[src/hw/phr_pkg.sv]
// shared constants of the paged register file
package phr_pkg;

	// =========================================
	// bus and address map
	localparam int APB_AW = 8;
	localparam int APB_DW = 32;
	localparam logic [3:0] IDX_NODE_ID_ROOT_POWER = 4'h0;
	localparam logic [3:0] IDX_HOLDOFF_RESET_GAP = 4'h1;
	localparam logic [3:0] IDX_EXTENSION_PORT_COUNT = 4'h2;
	localparam logic [3:0] IDX_SPEED_STANDBY_DELAY = 4'h3;
	localparam logic [3:0] IDX_LINK_CONTENDER_POWER = 4'h4;
	localparam logic [3:0] IDX_INTERRUPT_FEATURE_ENABLES = 4'h5;
	localparam logic [3:0] IDX_LEGACY_SPEED_BRIDGE = 4'h6;
	localparam logic [3:0] IDX_PAGE_PORT_SELECTOR = 4'h7;
	localparam logic [3:0] IDX_PAGED_FIRST = 4'h8;
	localparam int REG_COUNT = 16;

	// =========================================
	// field positions (bit 7 is the leftmost field)
	localparam int POS_NODE_ADDRESS = 2;
	localparam int POS_ROOT = 1;
	localparam int POS_CABLE_POWER = 0;
	localparam int POS_ROOT_HOLDOFF = 7;
	localparam int POS_LONG_RESET = 6;
	localparam int POS_GAP = 0;
	localparam int POS_EXTENDED = 5;
	localparam int POS_NUM_PORTS = 0;
	localparam int POS_LEGACY_SPEED = 5;
	localparam int POS_STANDBY_RESTORE = 4;
	localparam int POS_DELAY = 0;
	localparam int POS_LINK_ACTIVE = 7;
	localparam int POS_CONTENDER = 6;
	localparam int POS_JITTER = 3;
	localparam int POS_POWER_CLASS = 0;
	localparam int POS_WATCHDOG_IRQ_EN = 7;
	localparam int POS_SHORT_RESET = 6;
	localparam int POS_IRQ_FLAGS = 2;
	localparam int POS_ARB_ACCEL = 1;
	localparam int POS_MULTISPEED = 0;
	localparam int POS_MAX_LEGACY = 5;
	localparam int POS_BETA_LINK = 4;
	localparam int POS_BRIDGE = 2;
	localparam int POS_PAGE_SELECT = 5;
	localparam int POS_PORT_SELECT = 0;

	// =========================================
	// constant field values and reset values
	localparam logic [2:0] EXTENDED_VAL = 3'h7;
	localparam logic [3:0] NUM_PORTS_VAL = 4'h3;
	localparam logic [2:0] LEGACY_SPEED_VAL = 3'h7;
	localparam logic [3:0] DELAY_VAL = 4'hf;
	localparam logic [2:0] JITTER_VAL = 3'h0;
	localparam logic [5:0] GAP_RESET = 6'h3f;
	localparam logic [2:0] PAGE_RESET = 3'h0;
	localparam logic [3:0] PORT_RESET = 4'h0;
	localparam logic [2:0] POWER_CLASS_RESET = 3'h0;
	localparam logic [2:0] PAGE_RSVD_LO = 3'h2;
	localparam logic [2:0] PAGE_RSVD_HI = 3'h6;
	localparam logic [2:0] PAGE_TOP = 3'h7;

	// =========================================
	// timing
	localparam int REPEATER_BASE_NS = 144;
	localparam int REPEATER_STEP_NS = 20;
	localparam int CLK_PERIOD_NS = 50;
	localparam int LONG_RESET_US = 166;
	localparam int LONG_RESET_CYC = (LONG_RESET_US * 1000) / CLK_PERIOD_NS;

	// =========================================
	// long bus reset sequencer
	typedef enum logic [1:0] {
		PHR_ST_IDLE = 2'b01,
		PHR_ST_DRIVE = 2'b10
	} phr_lr_state_t;

endpackage

[src/hw/phr_page_bank.sv]
// storage for the implemented pages of the paged register range
`timescale 1ns/100ps
module phr_page_bank #(
	parameter int SLOTS = 3,
	parameter int REGS = 8
) (
	// clock and reset
	input wire logic mclk,
	input wire logic reset,
	// access
	input wire logic wr_en,
	input wire logic [2:0] page,
	input wire logic [2:0] index,
	input wire logic [7:0] wdata,
	output logic [7:0] rdata
);
	import phr_pkg::*;

	// =========================================
	// page to slot map
	logic slot_ok;
	logic [1:0] slot;
	logic [7:0] mem [SLOTS*REGS];

	always_comb
	begin
		slot_ok = 1'b1;
		slot = 2'd0;
		if (page == PAGE_TOP)
			slot = 2'd2;
		else if (page >= PAGE_RSVD_LO && page <= PAGE_RSVD_HI)
			slot_ok = 1'b0;
		else
			slot = page[1:0];
	end

	// =========================================
	// entries
	genvar g;
	generate
		for (g = 0; g < SLOTS*REGS; g++)
		begin : gen_entry
			logic [7:0] ent_next;
			always_comb
			begin
				ent_next = mem[g];
				if (wr_en && slot_ok && (int'(slot) * REGS + int'(index)) == g)
					ent_next = wdata;
			end
			always_ff @(posedge mclk or posedge reset)
			begin
				if (reset)
					mem[g] <= 8'h00;
				else
					mem[g] <= ent_next;
			end
		end
	endgenerate

	// reserved pages never reach storage
	assign rdata = slot_ok ? mem[int'(slot) * REGS + int'(index)] : 8'h00;
endmodule

[src/hw/phr_regfile.sv]
// paged register file of the cable physical layer, apb slave
//
// Overview of operation
// Sixteen registers are addressed, and indices 0 to 7 form a base group with a fixed layout.
// Indices 8 to 15 reach a paged group whose contents follow the selected page 0 to 7.
// The page comes from the page-select field of register 7, which also holds port-select and a reserved bit.
// Base registers decode the same fields whichever page is selected.
// Reserved registers and reserved bit fields read as zero.
// All registers of pages 2 to 6 are reserved and read as zero.
// The gap count resets to 3fh on hardware reset and after two bus resets with no write in between.
// The long bus reset request starts a 166 us bus reset once no transfer is busy, and clears on any reset.
// Root holdoff clears on hardware reset and keeps its value across bus resets.
// The repeater delay field means 144 plus 20 times its value in nanoseconds.
// Page select and port select come out of hardware reset as zero.
`timescale 1ns/100ps
module phr_regfile #(
	parameter int LONG_RESET_CYCLES = phr_pkg::LONG_RESET_CYC
) (
	// clock and reset
	input wire logic mclk,
	input wire logic reset,
	// apb slave
	input wire logic psel,
	input wire logic penable,
	input wire logic pwrite,
	input wire logic [phr_pkg::APB_AW-1:0] paddr,
	input wire logic [phr_pkg::APB_DW-1:0] pwdata,
	output logic [phr_pkg::APB_DW-1:0] prdata,
	output logic pready,
	output logic pslverr,
	// node status from the phy core
	input wire logic [5:0] node_address,
	input wire logic root_flag,
	input wire logic cable_power_status,
	input wire logic beta_link_flag,
	input wire logic transfer_busy,
	input wire logic bus_reset_event,
	input wire logic config_gap_valid,
	input wire logic [5:0] config_gap_value,
	input wire logic [3:0] irq_event,
	// controls to the phy core
	output logic [5:0] gap_count,
	output logic root_holdoff,
	output logic long_reset_active,
	output logic short_bus_reset_request,
	output logic standby_restore_en,
	output logic link_active_ctl,
	output logic contender,
	output logic [2:0] power_class,
	output logic watchdog_irq_en,
	output logic arb_accel_en,
	output logic multispeed_concat_en,
	output logic [2:0] page_select,
	output logic [3:0] port_select,
	output logic [9:0] repeater_delay_ns
);
	import phr_pkg::*;

	// =========================================
	// apb decode
	logic mapped;
	logic [3:0] idx;
	logic wr_access;
	logic rd_setup;

	assign idx = paddr[5:2];
	// byte address is four times the index; upper and low bits must be zero
	assign mapped = (paddr[1:0] == 2'b00) && (paddr[APB_AW-1:6] == '0);
	assign wr_access = psel && penable && pwrite && mapped;
	assign rd_setup = psel && !penable && !pwrite;
	assign pready = 1'b1;
	assign pslverr = psel && penable && !mapped;

	logic wr_r1;
	logic wr_r3;
	logic wr_r4;
	logic wr_r5;
	logic wr_r6;
	logic wr_r7;
	assign wr_r1 = wr_access && idx == IDX_HOLDOFF_RESET_GAP;
	assign wr_r3 = wr_access && idx == IDX_SPEED_STANDBY_DELAY;
	assign wr_r4 = wr_access && idx == IDX_LINK_CONTENDER_POWER;
	assign wr_r5 = wr_access && idx == IDX_INTERRUPT_FEATURE_ENABLES;
	assign wr_r6 = wr_access && idx == IDX_LEGACY_SPEED_BRIDGE;
	assign wr_r7 = wr_access && idx == IDX_PAGE_PORT_SELECTOR;

	// =========================================
	// writable base fields
	logic [5:0] gap_reg, gap_next;
	logic gap_seen_reg, gap_seen_next;
	logic holdoff_reg, holdoff_next;
	logic lbr_reg, lbr_next;
	logic sbr_reg, sbr_next;
	logic [7:0] r3_reg, r3_next;
	logic [7:0] r4_reg, r4_next;
	logic [7:0] r5_reg, r5_next;
	logic [1:0] bridge_reg, bridge_next;
	logic [2:0] page_reg, page_next;
	logic [3:0] port_reg, port_next;
	logic lr_done;

	always_comb
	begin
		gap_next = gap_reg;
		gap_seen_next = gap_seen_reg;
		holdoff_next = holdoff_reg;
		lbr_next = lbr_reg;
		sbr_next = sbr_reg;
		r3_next = r3_reg;
		r4_next = r4_reg;
		r5_next = r5_reg;
		bridge_next = bridge_reg;
		page_next = page_reg;
		port_next = port_reg;
		// a write counts as intervening even in the same cycle as a bus reset
		if (wr_r1 || config_gap_valid)
		begin
			gap_next = wr_r1 ? pwdata[POS_GAP +: 6] : config_gap_value;
			gap_seen_next = 1'b0;
		end
		else if (bus_reset_event)
		begin
			if (gap_seen_reg)
				gap_next = GAP_RESET;
			gap_seen_next = 1'b1;
		end
		if (bus_reset_event || lr_done)
		begin
			lbr_next = 1'b0;
			sbr_next = 1'b0;
		end
		if (wr_r1)
		begin
			holdoff_next = pwdata[POS_ROOT_HOLDOFF];
			lbr_next = pwdata[POS_LONG_RESET];
		end
		if (wr_r3)
			r3_next[POS_STANDBY_RESTORE] = pwdata[POS_STANDBY_RESTORE];
		if (wr_r4)
		begin
			r4_next[POS_LINK_ACTIVE] = pwdata[POS_LINK_ACTIVE];
			r4_next[POS_CONTENDER] = pwdata[POS_CONTENDER];
			r4_next[POS_POWER_CLASS +: 3] = pwdata[POS_POWER_CLASS +: 3];
		end
		if (wr_r5)
		begin
			r5_next[POS_WATCHDOG_IRQ_EN] = pwdata[POS_WATCHDOG_IRQ_EN];
			r5_next[POS_ARB_ACCEL] = pwdata[POS_ARB_ACCEL];
			r5_next[POS_MULTISPEED] = pwdata[POS_MULTISPEED];
			sbr_next = pwdata[POS_SHORT_RESET];
		end
		// event flags: writing one clears, a new event in the same cycle wins
		for (int i = 0; i < 4; i++)
		begin
			if (wr_r5 && pwdata[POS_IRQ_FLAGS + i])
				r5_next[POS_IRQ_FLAGS + i] = 1'b0;
			if (irq_event[i])
				r5_next[POS_IRQ_FLAGS + i] = 1'b1;
		end
		if (wr_r6)
			bridge_next = pwdata[POS_BRIDGE +: 2];
		if (wr_r7)
		begin
			page_next = pwdata[POS_PAGE_SELECT +: 3];
			port_next = pwdata[POS_PORT_SELECT +: 4];
		end
		// only the storage bits of registers 3 to 5 are kept
		r3_next = r3_next & 8'h10;
		r4_next = r4_next & 8'hc7;
		r5_next = r5_next & 8'hbf;
	end

	always_ff @(posedge mclk or posedge reset)
	begin
		if (reset)
		begin
			gap_reg <= GAP_RESET;
			gap_seen_reg <= 1'b0;
			holdoff_reg <= 1'b0;
			lbr_reg <= 1'b0;
			sbr_reg <= 1'b0;
			r3_reg <= 8'h00;
			r4_reg <= 8'h00;
			r5_reg <= 8'h00;
			bridge_reg <= 2'h0;
			page_reg <= PAGE_RESET;
			port_reg <= PORT_RESET;
		end
		else
		begin
			gap_reg <= gap_next;
			gap_seen_reg <= gap_seen_next;
			holdoff_reg <= holdoff_next;
			lbr_reg <= lbr_next;
			sbr_reg <= sbr_next;
			r3_reg <= r3_next;
			r4_reg <= r4_next;
			r5_reg <= r5_next;
			bridge_reg <= bridge_next;
			page_reg <= page_next;
			port_reg <= port_next;
		end
	end

	// =========================================
	// long bus reset sequencer
	phr_lr_state_t lr_state_reg, lr_state_next;
	logic [11:0] lr_cnt_reg, lr_cnt_next;

	always_comb
	begin
		lr_state_next = lr_state_reg;
		lr_cnt_next = lr_cnt_reg;
		lr_done = 1'b0;
		case (lr_state_reg)
			PHR_ST_IDLE:
			begin
				// a transfer in progress finishes first
				if (lbr_reg && !transfer_busy)
				begin
					lr_state_next = PHR_ST_DRIVE;
					lr_cnt_next = 12'h001;
				end
			end
			PHR_ST_DRIVE:
			begin
				if (lr_cnt_reg == 12'(LONG_RESET_CYCLES))
				begin
					lr_state_next = PHR_ST_IDLE;
					lr_cnt_next = 12'h000;
					lr_done = 1'b1;
				end
				else
					lr_cnt_next = lr_cnt_reg + 12'h001;
			end
			default:
			begin
				lr_state_next = PHR_ST_IDLE;
				lr_cnt_next = 12'h000;
			end
		endcase
	end

	always_ff @(posedge mclk or posedge reset)
	begin
		if (reset)
		begin
			lr_state_reg <= PHR_ST_IDLE;
			lr_cnt_reg <= 12'h000;
		end
		else
		begin
			lr_state_reg <= lr_state_next;
			lr_cnt_reg <= lr_cnt_next;
		end
	end

	// =========================================
	// read path
	logic [7:0] base_rd;
	logic [7:0] paged_rd;
	logic [APB_DW-1:0] prdata_reg, prdata_next;

	phr_page_bank #(
		.SLOTS(3),
		.REGS(8)
	) u_page_bank (
		.mclk(mclk),
		.reset(reset),
		.wr_en(wr_access && idx[3]),
		.page(page_reg),
		.index(idx[2:0]),
		.wdata(pwdata[7:0]),
		.rdata(paged_rd)
	);

	// base decode ignores the page entirely; unused bits stay zero
	always_comb
	begin
		base_rd = 8'h00;
		case (idx[2:0])
			3'h0: base_rd = {node_address, root_flag, cable_power_status};
			3'h1: base_rd = {holdoff_reg, lbr_reg, gap_reg};
			3'h2: base_rd = {EXTENDED_VAL, 1'b0, NUM_PORTS_VAL};
			3'h3: base_rd = r3_reg | {LEGACY_SPEED_VAL, 1'b0, DELAY_VAL};
			3'h4: base_rd = r4_reg | {2'b00, JITTER_VAL, 3'h0};
			3'h5: base_rd = r5_reg | {1'b0, sbr_reg, 6'h00};
			3'h6: base_rd = {LEGACY_SPEED_VAL, beta_link_flag, bridge_reg, 2'b00};
			3'h7: base_rd = {page_reg, 1'b0, port_reg};
			default: base_rd = 8'h00;
		endcase
	end

	// data captured in the setup phase, presented through the access phase
	always_comb
	begin
		prdata_next = prdata_reg;
		if (rd_setup)
		begin
			prdata_next = '0;
			if (mapped)
				prdata_next[7:0] = idx[3] ? paged_rd : base_rd;
		end
	end

	always_ff @(posedge mclk or posedge reset)
	begin
		if (reset)
			prdata_reg <= '0;
		else
			prdata_reg <= prdata_next;
	end

	// =========================================
	// outputs
	assign prdata = prdata_reg;
	assign gap_count = gap_reg;
	assign root_holdoff = holdoff_reg;
	assign long_reset_active = (lr_state_reg == PHR_ST_DRIVE);
	assign short_bus_reset_request = sbr_reg;
	assign standby_restore_en = r3_reg[POS_STANDBY_RESTORE];
	assign link_active_ctl = r4_reg[POS_LINK_ACTIVE];
	assign contender = r4_reg[POS_CONTENDER];
	assign power_class = r4_reg[POS_POWER_CLASS +: 3];
	assign watchdog_irq_en = r5_reg[POS_WATCHDOG_IRQ_EN];
	assign arb_accel_en = r5_reg[POS_ARB_ACCEL];
	assign multispeed_concat_en = r5_reg[POS_MULTISPEED];
	assign page_select = page_reg;
	assign port_select = port_reg;
	assign repeater_delay_ns = 10'(REPEATER_BASE_NS + REPEATER_STEP_NS * int'(DELAY_VAL));

	// =========================================
	// checks
	logic [11:0] act_cnt_reg;
	always_ff @(posedge mclk or posedge reset)
	begin
		if (reset)
			act_cnt_reg <= 12'h000;
		else if (long_reset_active)
			act_cnt_reg <= act_cnt_reg + 12'h001;
		else
			act_cnt_reg <= 12'h000;
	end
endmodule

[config.mk]
export PLATFORM = sky130hd
export DESIGN_NAME = phr_regfile
export DESIGN_NICKNAME = d
export VERILOG_FILES = /design/src/hw/phr_pkg.sv /design/src/hw/phr_page_bank.sv /design/src/hw/phr_regfile.sv
export SDC_FILE = /design/constraint.sdc
export NUM_CORES = 1
export LEC_CHECK = 0
export BUFFER_PORTS_ARGS = -buffer_cell sky130_fd_sc_hd__buf_2
export CAP_MARGIN = 20
export CORE_UTILIZATION = 40
export DETAILED_ROUTE_END_ITERATION = 8
export PLACE_DENSITY_LB_ADDON = 0.05
export SLEW_MARGIN = 20
export SYNTH_ARGS = -nofsm -noshare
export SYNTH_HDL_FRONTEND = slang
export SYNTH_HIERARCHICAL = 1
export SYNTH_SLANG_ARGS = --single-unit
export TNS_END_PERCENT = 10
[constraint.sdc]
create_clock -name mclk -period 6.05 [get_ports mclk]
set_clock_uncertainty 0.15 [all_clocks]
set_input_delay 0.3025 -clock mclk [delete_from_list [all_inputs] [get_ports mclk]]
set_output_delay 0.3025 -clock mclk [all_outputs]
set_load 0.005 [all_outputs]
==> results of run 1 <==
routing by layer:
metal | wire length [um] | GRT usage, % | vias to the layer above | part of all wire, %
li1 | - | - | 3318 | -
met1 | 13700 | 27.5 | 3927 | 45
met2 | 14400 | 32.9 | 185 | 48
met3 | 1340 | 3.22 | 58 | 4.4
met4 | 889 | 6.78 | 0 | 2.9
met5 | 0 | 0 | - | 0
final cells by class:
class / instances / area (um2) / share of cell area, %
clock inverters: 6 / 55.1 / 0.404
clock buffers: 44 / 852 / 6.25
repair buffers: 100 / 598 / 4.39
multi-input cells: 558 / 5410 / 39.7
flip-flops and latches: 246 / 6160 / 45.2
well taps: 390 / 488 / 3.58
inverters: 16 / 65.1 / 0.477
kinds of logic after synthesis:
logic type      count (synthesis)
compound gates                102
xor+xnor                        9
fa+ha+maj                       4
buf+inv                       107
flops                         246
mux                           278
other cells                     2
simple gates                  130
tightest hold or removal path: stages:
cell and delay, ns:
buf_2 0.10, nor3b_1 0.06, o21ai_0 0.16, a21oi_1 0.05
power by group through the flow:
| stage | Clock (mW) | Combinational, mW | Sequential (mW) |
|---|---|---|---|
| 2_1_floorplan | 0 | 0.205 | 1.72 |
| 3_3_place_gp | 0 | 0.279 | 1.72 |
| 3_5_place_dp | 0 | 0.290 | 1.73 |
| 4_1_cts | 1.70 | 0.297 | 1.70 |
| 5_1_grt | 1.77 | 0.328 | 1.70 |
| 6_report | 1.65 | 0.294 | 1.70 |
how the worst max path moves through the flow:
stage / from / endpoint / slack, ns
6_report: paddr[1] / u_page_bank/mem[97] / 2.55
5_1_grt: paddr[1] / u_page_bank/mem[97] / 2.46
4_1_cts: paddr[1] / u_page_bank/mem[97] / 2.62
3_5_place_dp: paddr[1] / u_page_bank/mem[97] / 2.08
3_3_place_gp: paddr[1] / u_page_bank/mem[100] / 2.12
2_1_floorplan: reset / u_page_bank/mem[0] / 0.37
cells in the final DEF, fill, tap and decap left out, types with 12 or more instances in the layout:
cell / n
dlygate4sd3_1: 14
conb_1: 35
mux4_2: 48
a21oi_1: 12
mux2i_1: 15
clkbuf_16: 29
o21ai_0: 19
nand2_1: 43
mux2_2: 207
nor2_1: 20
buf_2: 75
inv_1: 14
o22ai_1: 17
dfrtp_1: 239
==> flow_metrics.py, run 1 <==
metrics = {
    "sta": {
        "worstMarginPinSlew_ns": 0.989,
        "hold_violations": 0,
        "finalCritPeriodShare_pct": 57.8,
        "setup_violations": 0,
        "fin_ws_ns": 2.55,
        "drv_slew": 0,
        "fin_setup_tns_ns": 0,
        "fmax_mhz": 286,
        "maxSlewHeadroom_pct": 33.9,
        "rsz0062_at_grt": "false",
        "fin_crit_ns": 3.50,
        "fin_hold_ws_ns": 0.0182,
    },
    "synth": {
        "ys.flop_type": "dfrtp_1",
        "synth_cell_types": 70,
        "yosys.area.top_type": "dfrtp_1",
        "synth_simple_gate_area_share_pct": 6.12,
        "yosys_warnings": 6,
        "synth_xor_area_share_pct": 0.657,
        "syn-instance-count": 878,
        "synth_compound_area_share_pct": 5.87,
        "synth_top_cell_area_share_pct": 49.9,
        "synth_seq_cells": 246,
        "ys_async_sr_fraction_pct": 100,
        "synth_adder_area_share_pct": 0.417,
        "seq_area_frac_synth_pct": 51.4,
        "muxShareOfSynthArea_pct": 30.7,
        "synth_edf_count": 0,
        "netlist_area_mm2": 0.0120,
        "ys_top_cells_by_count": "239 x dfrtp_1, 207 x mux2_2, 48 x mux4_2",
        "synth.most_common_cell": "dfrtp_1",
        "synth_area_leaders": "dfrtp_1 50%, mux2_2 19%, mux4_2 9.0%",
        "synth_top_family_by_area": "multiplexers",
        "avgSynthCellArea_um2": 13.7,
    },
    "placement": {
        "hpwl_um": 19700,
        "port_buffers": 76,
        "dpl_worst_slack_ns": 2.08,
        "place_area_mm2": 0.0126,
        "dpl.cell_count": 1296,
        "place_congestion": 0.843,
    },
    "global_route": {
        "track_usage_pct": 20.2,
        "grt.overflow.total": 0,
        "grt_pass1_wl_um": 47200,
        "antenna_found_initial": 0,
        "grt_max_degree": 102,
        "grt_pass1_vias": 7879,
    },
    "worst_setup_path": {
        "crit_cells": 8,
        "crit_family": "simple AND/OR/NAND/NOR gates",
        "path_class": "input pin to flop",
        "critPathBufInv": 1,
        "r2r_cells": 4,
        "end_kind": "flop",
        "r2r-end": "u_page_bank/mem[97]",
        "critPathMaxFanout": 8,
        "slowest_delay_ns": 0.77,
        "ff2ff_setup_slack_ns": 3.15,
        "cp.required_ns": 6.32,
        "cp_cell_sequence": "buf_2, or4_1, or2_1, nor2_1, or3b_1, or2_4, nor2b_1, mux2_2",
        "worstPathArrival_ns": 3.77,
        "reg2reg_from": "page_select[1]",
        "cp-start-kind": "input pin",
        "worst_path_max_delay_cell": "nor2b_1",
    },
    "clock_tree": {
        "cts_resized": 0,
        "post-cts-setup-buffers": 0,
        "htree_num_levels": 1,
        "cts_root_buf": "clkbuf_16",
        "cts_sinks": 246,
        "cts.clk_slew.worst_paths_ns": 0.06,
        "insertion_delay_ns": 0.54,
        "cts_buffer_depth": 3,
        "numCtsBuffers": 28,
        "cts_tree": "done",
        "cts_hold_buffers": 14,
    },
    "power": {
        "power_density_mw_per_mm2": 267,
        "internal_power_mw": 2.77,
        "comb_power_share_pct": 8.1,
        "ir_drop_mv": 0.152,
        "p_leak_nw": 6.52,
        "power_switching_mw": 0.869,
        "switching_share_pct": 23.9,
        "p_clk_share_pct": 45.3,
        "seq_power_share_pct": 46.6,
        "power_mw": 3.64,
    },
    "routing": {
        "wire_per_inst_um": 22.3,
        "drt_first_iter_violations": 362,
        "drc": 0,
        "via_count": 7488,
        "wirelength_um": 30300,
        "postRouteAntennaNets": 0,
        "drtPass1Iterations": 6,
        "via_per_inst": 5.51,
    },
    "cells_and_area": {
        "fillCellCount": 2661,
        "antenna-diode-count": 0,
        "drive_gt1_share_pct": 43.3,
        "utilization_pct": 46.1,
        "largest_reg_flops": 192,
        "nNetsFinal": 1021,
        "fin_area_mm2": 0.0136,
        "fin_cells": 1360,
        "area.growth.synth_to_final_pct": 13.6,
    },
    "floorplan": {
        "die_w_um": 175,
        "rows": 63,
        "core_area_mm2": 0.0296,
        "dieArea_mm2": 0.0307,
        "top_level_ports": 136,
        "start_util_pct": 40.6,
        "die_h_um": 175,
    },
    "run": {
        "cap_violations": 0,
    },
    "hold_path": {
        "holdPathStages": 4,
        "min_to": "prdata[7]",
        "min_path_type": "input pin to flop",
        "min_from": "pwrite",
    },
    "status": {
        "status": "finished, final reports clean",
    },
}
Note: power is estimated with default switching activity, not from simulation.
==> run 2: changes to the inputs <==
Clock period 6.05 ns to 3.1 ns, I/O delays scaled along.
==> flow_metrics.py, run 2 (same netlist as run 1, synthesis figures left out) <==
metrics = {
    "cells_and_area": {
        "largest_reg_flops": 192,
        "drive_gt1_share_pct": 45.3,
        "nNetsFinal": 1073,
        "final_common_cell": "dfrtp_1",
        "antenna-diode-count": 0,
        "final_cell_mix": "239 x dfrtp_1, 207 x mux2_2, 75 x buf_2",
        "area.growth.synth_to_final_pct": 18.3,
        "fin_cells": 1414,
    },
    "global_route": {
        "track_usage_pct": 20.9,
        "grt_pass1_wl_um": 48900,
        "grt_max_degree": 54,
        "antenna_found_initial": 0,
        "grt_pass1_vias": 8174,
        "grt.overflow.total": 0,
    },
    "floorplan": {
        "rows": 63,
        "die_h_um": 175,
        "core_area_mm2": 0.0296,
        "start_util_pct": 40.6,
        "die_w_um": 175,
        "dieArea_mm2": 0.0307,
        "top_level_ports": 136,
    },
    "run": {
        "cap_violations": 0,
    },
    "worst_setup_path": {
        "worstPathArrival_ns": 3.19,
        "crit_family": "compound AO/OA/AOI/OAI gates",
        "end_kind": "flop",
        "worst_path_max_delay_cell": "dlygate4sd3_1",
        "cp.required_ns": 3.36,
        "reg2reg_from": "page_select[0]",
        "cp_cell_sequence": "nor4bb_2, buf_4, a22o_1, a221oi_1, o22ai_1, a32oi_1, o31ai_1, dlygate4sd3_1",
        "critPathMaxFanout": 11,
        "r2r_cells": 8,
        "critPathBufInv": 2,
        "slowest_delay_ns": 0.56,
        "cp-start-kind": "flop",
        "path_class": "flop to flop",
        "ff2ff_setup_slack_ns": 0.18,
        "r2r-end": "prdata[2]",
    },
    "placement": {
        "hpwl_um": 20800,
        "port_buffers": 76,
        "place_congestion": 0.858,
        "dpl_worst_slack_ns": 0.0562,
        "dpl.cell_count": 1334,
    },
    "sta": {
        "fin_hold_ws_ns": -0.00992,
        "fin_setup_tns_ns": 0,
        "drv_slew": 0,
        "fin_crit_ns": 2.92,
        "worstMarginPinSlew_ns": 0.902,
        "fmax_mhz": 342,
        "setup_violations": 0,
        "rsz0062_at_grt": "false",
        "finalCritPeriodShare_pct": 94.3,
        "hold_violations": 9,
        "fin_ws_ns": 0.175,
        "maxSlewHeadroom_pct": 39.7,
    },
    "clock_tree": {
        "cts_tree": "done",
        "cts_buffer_depth": 3,
        "htree_num_levels": 1,
        "insertion_delay_ns": 0.53,
        "cts_root_buf": "clkbuf_16",
        "numCtsBuffers": 28,
        "cts_sinks": 246,
        "cts.clk_slew.worst_paths_ns": 0.06,
    },
    "routing": {
        "via_per_inst": 5.46,
        "postRouteAntennaNets": 0,
        "drtPass1Iterations": 5,
        "drt_first_iter_violations": 452,
        "via_count": 7718,
        "wirelength_um": 31500,
        "drc": 0,
        "wire_per_inst_um": 22.3,
    },
    "status": {
        "status": "finished with violations",
        "failed_checks": "hold timing",
    },
    "power": {
        "ir_drop_mv": 0.384,
        "p_leak_nw": 6.83,
        "power_density_mw_per_mm2": 515,
    },
    "hold_path": {
        "min_path_type": "input pin to asynchronous set/reset pin",
    },
}
[run 2: changes by cell type in the layout (fill, tap and decap cells not counted), moves of 2 or more]
| cell | before | now |
|---|---|---|
| dlygate4sd3_1 | 14 | 27 |
| clkinv_2 | 5 | 8 |
| clkbuf_8 | 7 | 9 |
| buf_12 | 0 | 8 |
| clkbuf_1 | 8 | 4 |
| buf_4 | 11 | 42 |
[run 2: metal layers]
layer	global-route usage (%)	vias up	routed length, um	share of wire, %
met2	34.8	183	15400	49
met4	4.78	0	563	1.8
li1	-	3426	-	-
met3	2.55	38	1220	3.9
met5	0	-	0	0
met1	29.2	4071	14400	46
[run 2: tightest hold or removal path, stage by stage]
cell and delay (ns):
dlygate4sd3_1 0.53, buf_2 0.14, inv_2 0.23
[run 2: cell type report]
cell class | instances | area [um2]
inverters | 16 | 63.8
repair buffers | 152 | 1120
well taps | 390 | 488
flip-flops and latches | 246 | 6160
clock buffers | 42 | 865
multi-input cells | 558 | 5390
clock inverters | 10 | 100
fillers | 2676 | 15400
[run 2: how the worst max path moves through the flow]
stage / cells after the start / end / from
global route: 7 / prdata[2] / page_select[2]
CTS: 8 / prdata[2] / page_select[0]
floorplan: 11 / u_page_bank/mem[71] / paddr[1]
finish: 8 / prdata[2] / page_select[0]
detailed placement: 9 / u_page_bank/mem[65] / paddr[1]
global placement: 9 / u_page_bank/mem[68] / paddr[1]
[run 2: report_power, final]
part	internal, mW	switching [mW]	total [mW]
logic	0.218	0.396	0.614
clock network	2.08	1.31	3.39
registers	3.27	0.0415	3.31
[run 2: stage by stage]
step / utilization, % / hold slack [ns] / total power [mW] / instance area [um2]
after floorplan: - / 0.0784 / 3.76 / 12100
after global placement: 43.8 / 0.184 / 3.93 / 12900
after detailed placement: 43.8 / 0.191 / 3.96 / 12900
after CTS: 48.0 / 0.00171 / 7.41 / 14200
after global routing: 48.0 / 0.0204 / 7.62 / 14200
final: 48.0 / -0.00992 / 7.32 / 14200
[run 2: repair_timing]
item	CTS	global route
hold buffers	27	0
buffers inserted	0	0
endpoints found under the setup margin	0	0
endpoints found under the hold margin	85	0
gates resized for setup	0	0
==> run 3: changes to the inputs <==
Settings changed: CELL_PAD_IN_SITES_DETAIL_PLACEMENT set to 1, CELL_PAD_IN_SITES_GLOBAL_PLACEMENT set to 2, CORE_UTILIZATION 40 to 37.
==> flow_metrics.py, run 3 (same netlist as run 1, synthesis figures left out) <==
metrics = {
    "sta": {
        "hold_violations": 0,
        "worstMarginPinSlew_ns": 0.729,
        "fin_crit_ns": 2.82,
        "fin_setup_tns_ns": 0,
        "drv_slew": 0,
        "finalCritPeriodShare_pct": 90.9,
        "rsz0062_at_grt": "false",
        "fmax_mhz": 355,
        "maxSlewHeadroom_pct": 51.4,
        "setup_violations": 0,
    },
    "worst_setup_path": {
        "cp.required_ns": 3.44,
        "r2r_cells": 9,
        "worstPathArrival_ns": 3.16,
        "path_class": "flop to flop",
        "end_kind": "flop",
        "cp_cell_sequence": "nor4b_2, buf_4, a22o_1, a221oi_1, buf_4, o22ai_1, a21oi_1, a21oi_1, dlygate4sd3_1",
        "slowest_delay_ns": 0.55,
        "reg2reg_from": "page_select[1]",
        "critPathMaxFanout": 11,
        "cp-start-kind": "flop",
        "startpoint": "page_select[1]",
        "worst_path_max_delay_cell": "dlygate4sd3_1",
    },
    "power": {
        "internal_power_mw": 5.27,
        "ir_drop_mv": 0.341,
        "switching_share_pct": 24.6,
        "power_switching_mw": 1.72,
        "comb_power_share_pct": 8.8,
        "seq_power_share_pct": 47.4,
        "p_clk_share_pct": 43.8,
        "p_leak_nw": 6.73,
        "power_density_mw_per_mm2": 499,
    },
    "run": {
        "cap_violations": 0,
    },
    "cells_and_area": {
        "area.growth.synth_to_final_pct": 16.9,
        "final_cell_mix": "239 x dfrtp_1, 207 x mux2_2, 75 x buf_2",
        "largest_reg_flops": 192,
        "nNetsFinal": 1073,
        "antenna-diode-count": 0,
        "final_common_cell": "dfrtp_1",
        "drive_gt1_share_pct": 44.5,
        "fin_area_mm2": 0.0140,
    },
    "floorplan": {
        "die_h_um": 182,
        "core_area_mm2": 0.0317,
        "top_level_ports": 136,
        "dieArea_mm2": 0.0331,
        "start_util_pct": 37.8,
        "die_w_um": 182,
        "rows": 65,
    },
    "global_route": {
        "antenna_found_initial": 0,
        "grt_pass1_vias": 8487,
        "grt_pass1_wl_um": 51700,
        "grt.overflow.total": 0,
        "track_usage_pct": 20.4,
        "grt_max_degree": 118,
    },
    "clock_tree": {
        "cts_tree": "done",
        "cts_buffer_depth": 3,
        "cts_sinks": 246,
        "cts.clk_slew.worst_paths_ns": 0.06,
        "numCtsBuffers": 28,
        "cts_root_buf": "clkbuf_16",
        "insertion_delay_ns": 0.54,
        "htree_num_levels": 1,
    },
    "placement": {
        "place_area_mm2": 0.0129,
        "hpwl_um": 22000,
        "place_congestion": 0.841,
        "port_buffers": 76,
    },
    "routing": {
        "postRouteAntennaNets": 0,
        "drtPass1Iterations": 4,
        "drt_first_iter_violations": 316,
        "via_count": 7619,
        "via_per_inst": 5.37,
        "wirelength_um": 32900,
        "drc": 0,
        "wire_per_inst_um": 23.2,
    },
    "hold_path": {
        "min_path_type": "input pin to flop",
        "holdPathStages": 3,
        "min_from": "pwdata[4]",
    },
    "status": {
        "status": "finished, final reports clean",
    },
}
run 3: changes by cell type in the layout (fill, tap and decap cells not counted), sizes merged:
cell / previous run / this run
dlygate4sd3: 27 / 28
bufinv: 2 / 0
buf: 125 / 124
clkinv: 8 / 4
run 3: layout make-up:
type / count / area [um2]
fill: 3247 / 17700
sequential: 246 / 6160
multi-input combinational: 558 / 5400
timing repair buffer: 152 / 1060
clock buffer: 42 / 815
tap: 402 / 503
inverter: 16 / 63.8
clock inverter: 4 / 20.0
run 3: repair_timing:
action	4_1_cts	5_1_grt
endpoints found under the hold margin	94	0
setup buffers	0	0
hold buffers	28	0
gates resized for setup	0	1
setup endpoints to repair	0	1
run 3: final timing paths:
| kind | end | slack, ns |
|---|---|---|
| max | prdata[7] | 0.28 |
| min reg2reg | prdata[4] | 0.32 |
| min in group asynchronous | u_page_bank/mem[27] | 0.05 |
| max reg2reg | prdata[7] | 0.28 |
| min | gap_count[4] | 0.007 |
| max in group asynchronous | u_page_bank/mem[79] | 1.77 |
run 3: worst max-delay path, delay by kind of cell, from the launching register on:
family / cells / cell delay (ns)
AO/OA/AOI/OAI: 5 / 0.72
buffers and inverters: 3 / 0.98
flip-flops: 1 / 0.52
AND/OR/NAND/NOR: 1 / 0.40
run 3: routing by layer:
| layer | global-route usage [%] | vias up | wire length [um] |
|---|---|---|---|
| li1 | - | 3425 | - |
| met1 | 27.1 | 3981 | 14400 |
| met2 | 35.0 | 169 | 16300 |
| met3 | 2.79 | 44 | 1460 |
| met4 | 5.45 | 0 | 700 |
| met5 | 0 | - | 0 |
run 3: per-stage QoR:
stage | setup slack, ns | hold slack, ns | utilization [%] | total power [mW] | std cells
3_3_place_gp | 0.105 | 0.0656 | 40.7 | 3.94 | 1346
3_5_place_dp | 0.0887 | 0.0703 | 40.7 | 3.96 | 1346
4_1_cts | 0.190 | 0.00148 | 44.2 | 7.11 | 1420
6_report | 0.281 | 0.00666 | 44.2 | 6.99 | 1420
5_1_grt | 0.109 | 0.0415 | 44.2 | 7.32 | 1420
2_1_floorplan | 0.158 | 0.0784 | - | 3.76 | 911
run 3: power by group through the flow:
stage / sequential [mW] / clock, mW / combinational (mW)
detailed placement: 3.37 / 0 / 0.591
global placement: 3.37 / 0 / 0.570
global route: 3.32 / 3.31 / 0.691
CTS: 3.31 / 3.17 / 0.628
finish: 3.31 / 3.06 / 0.617
floorplan: 3.36 / 0 / 0.401
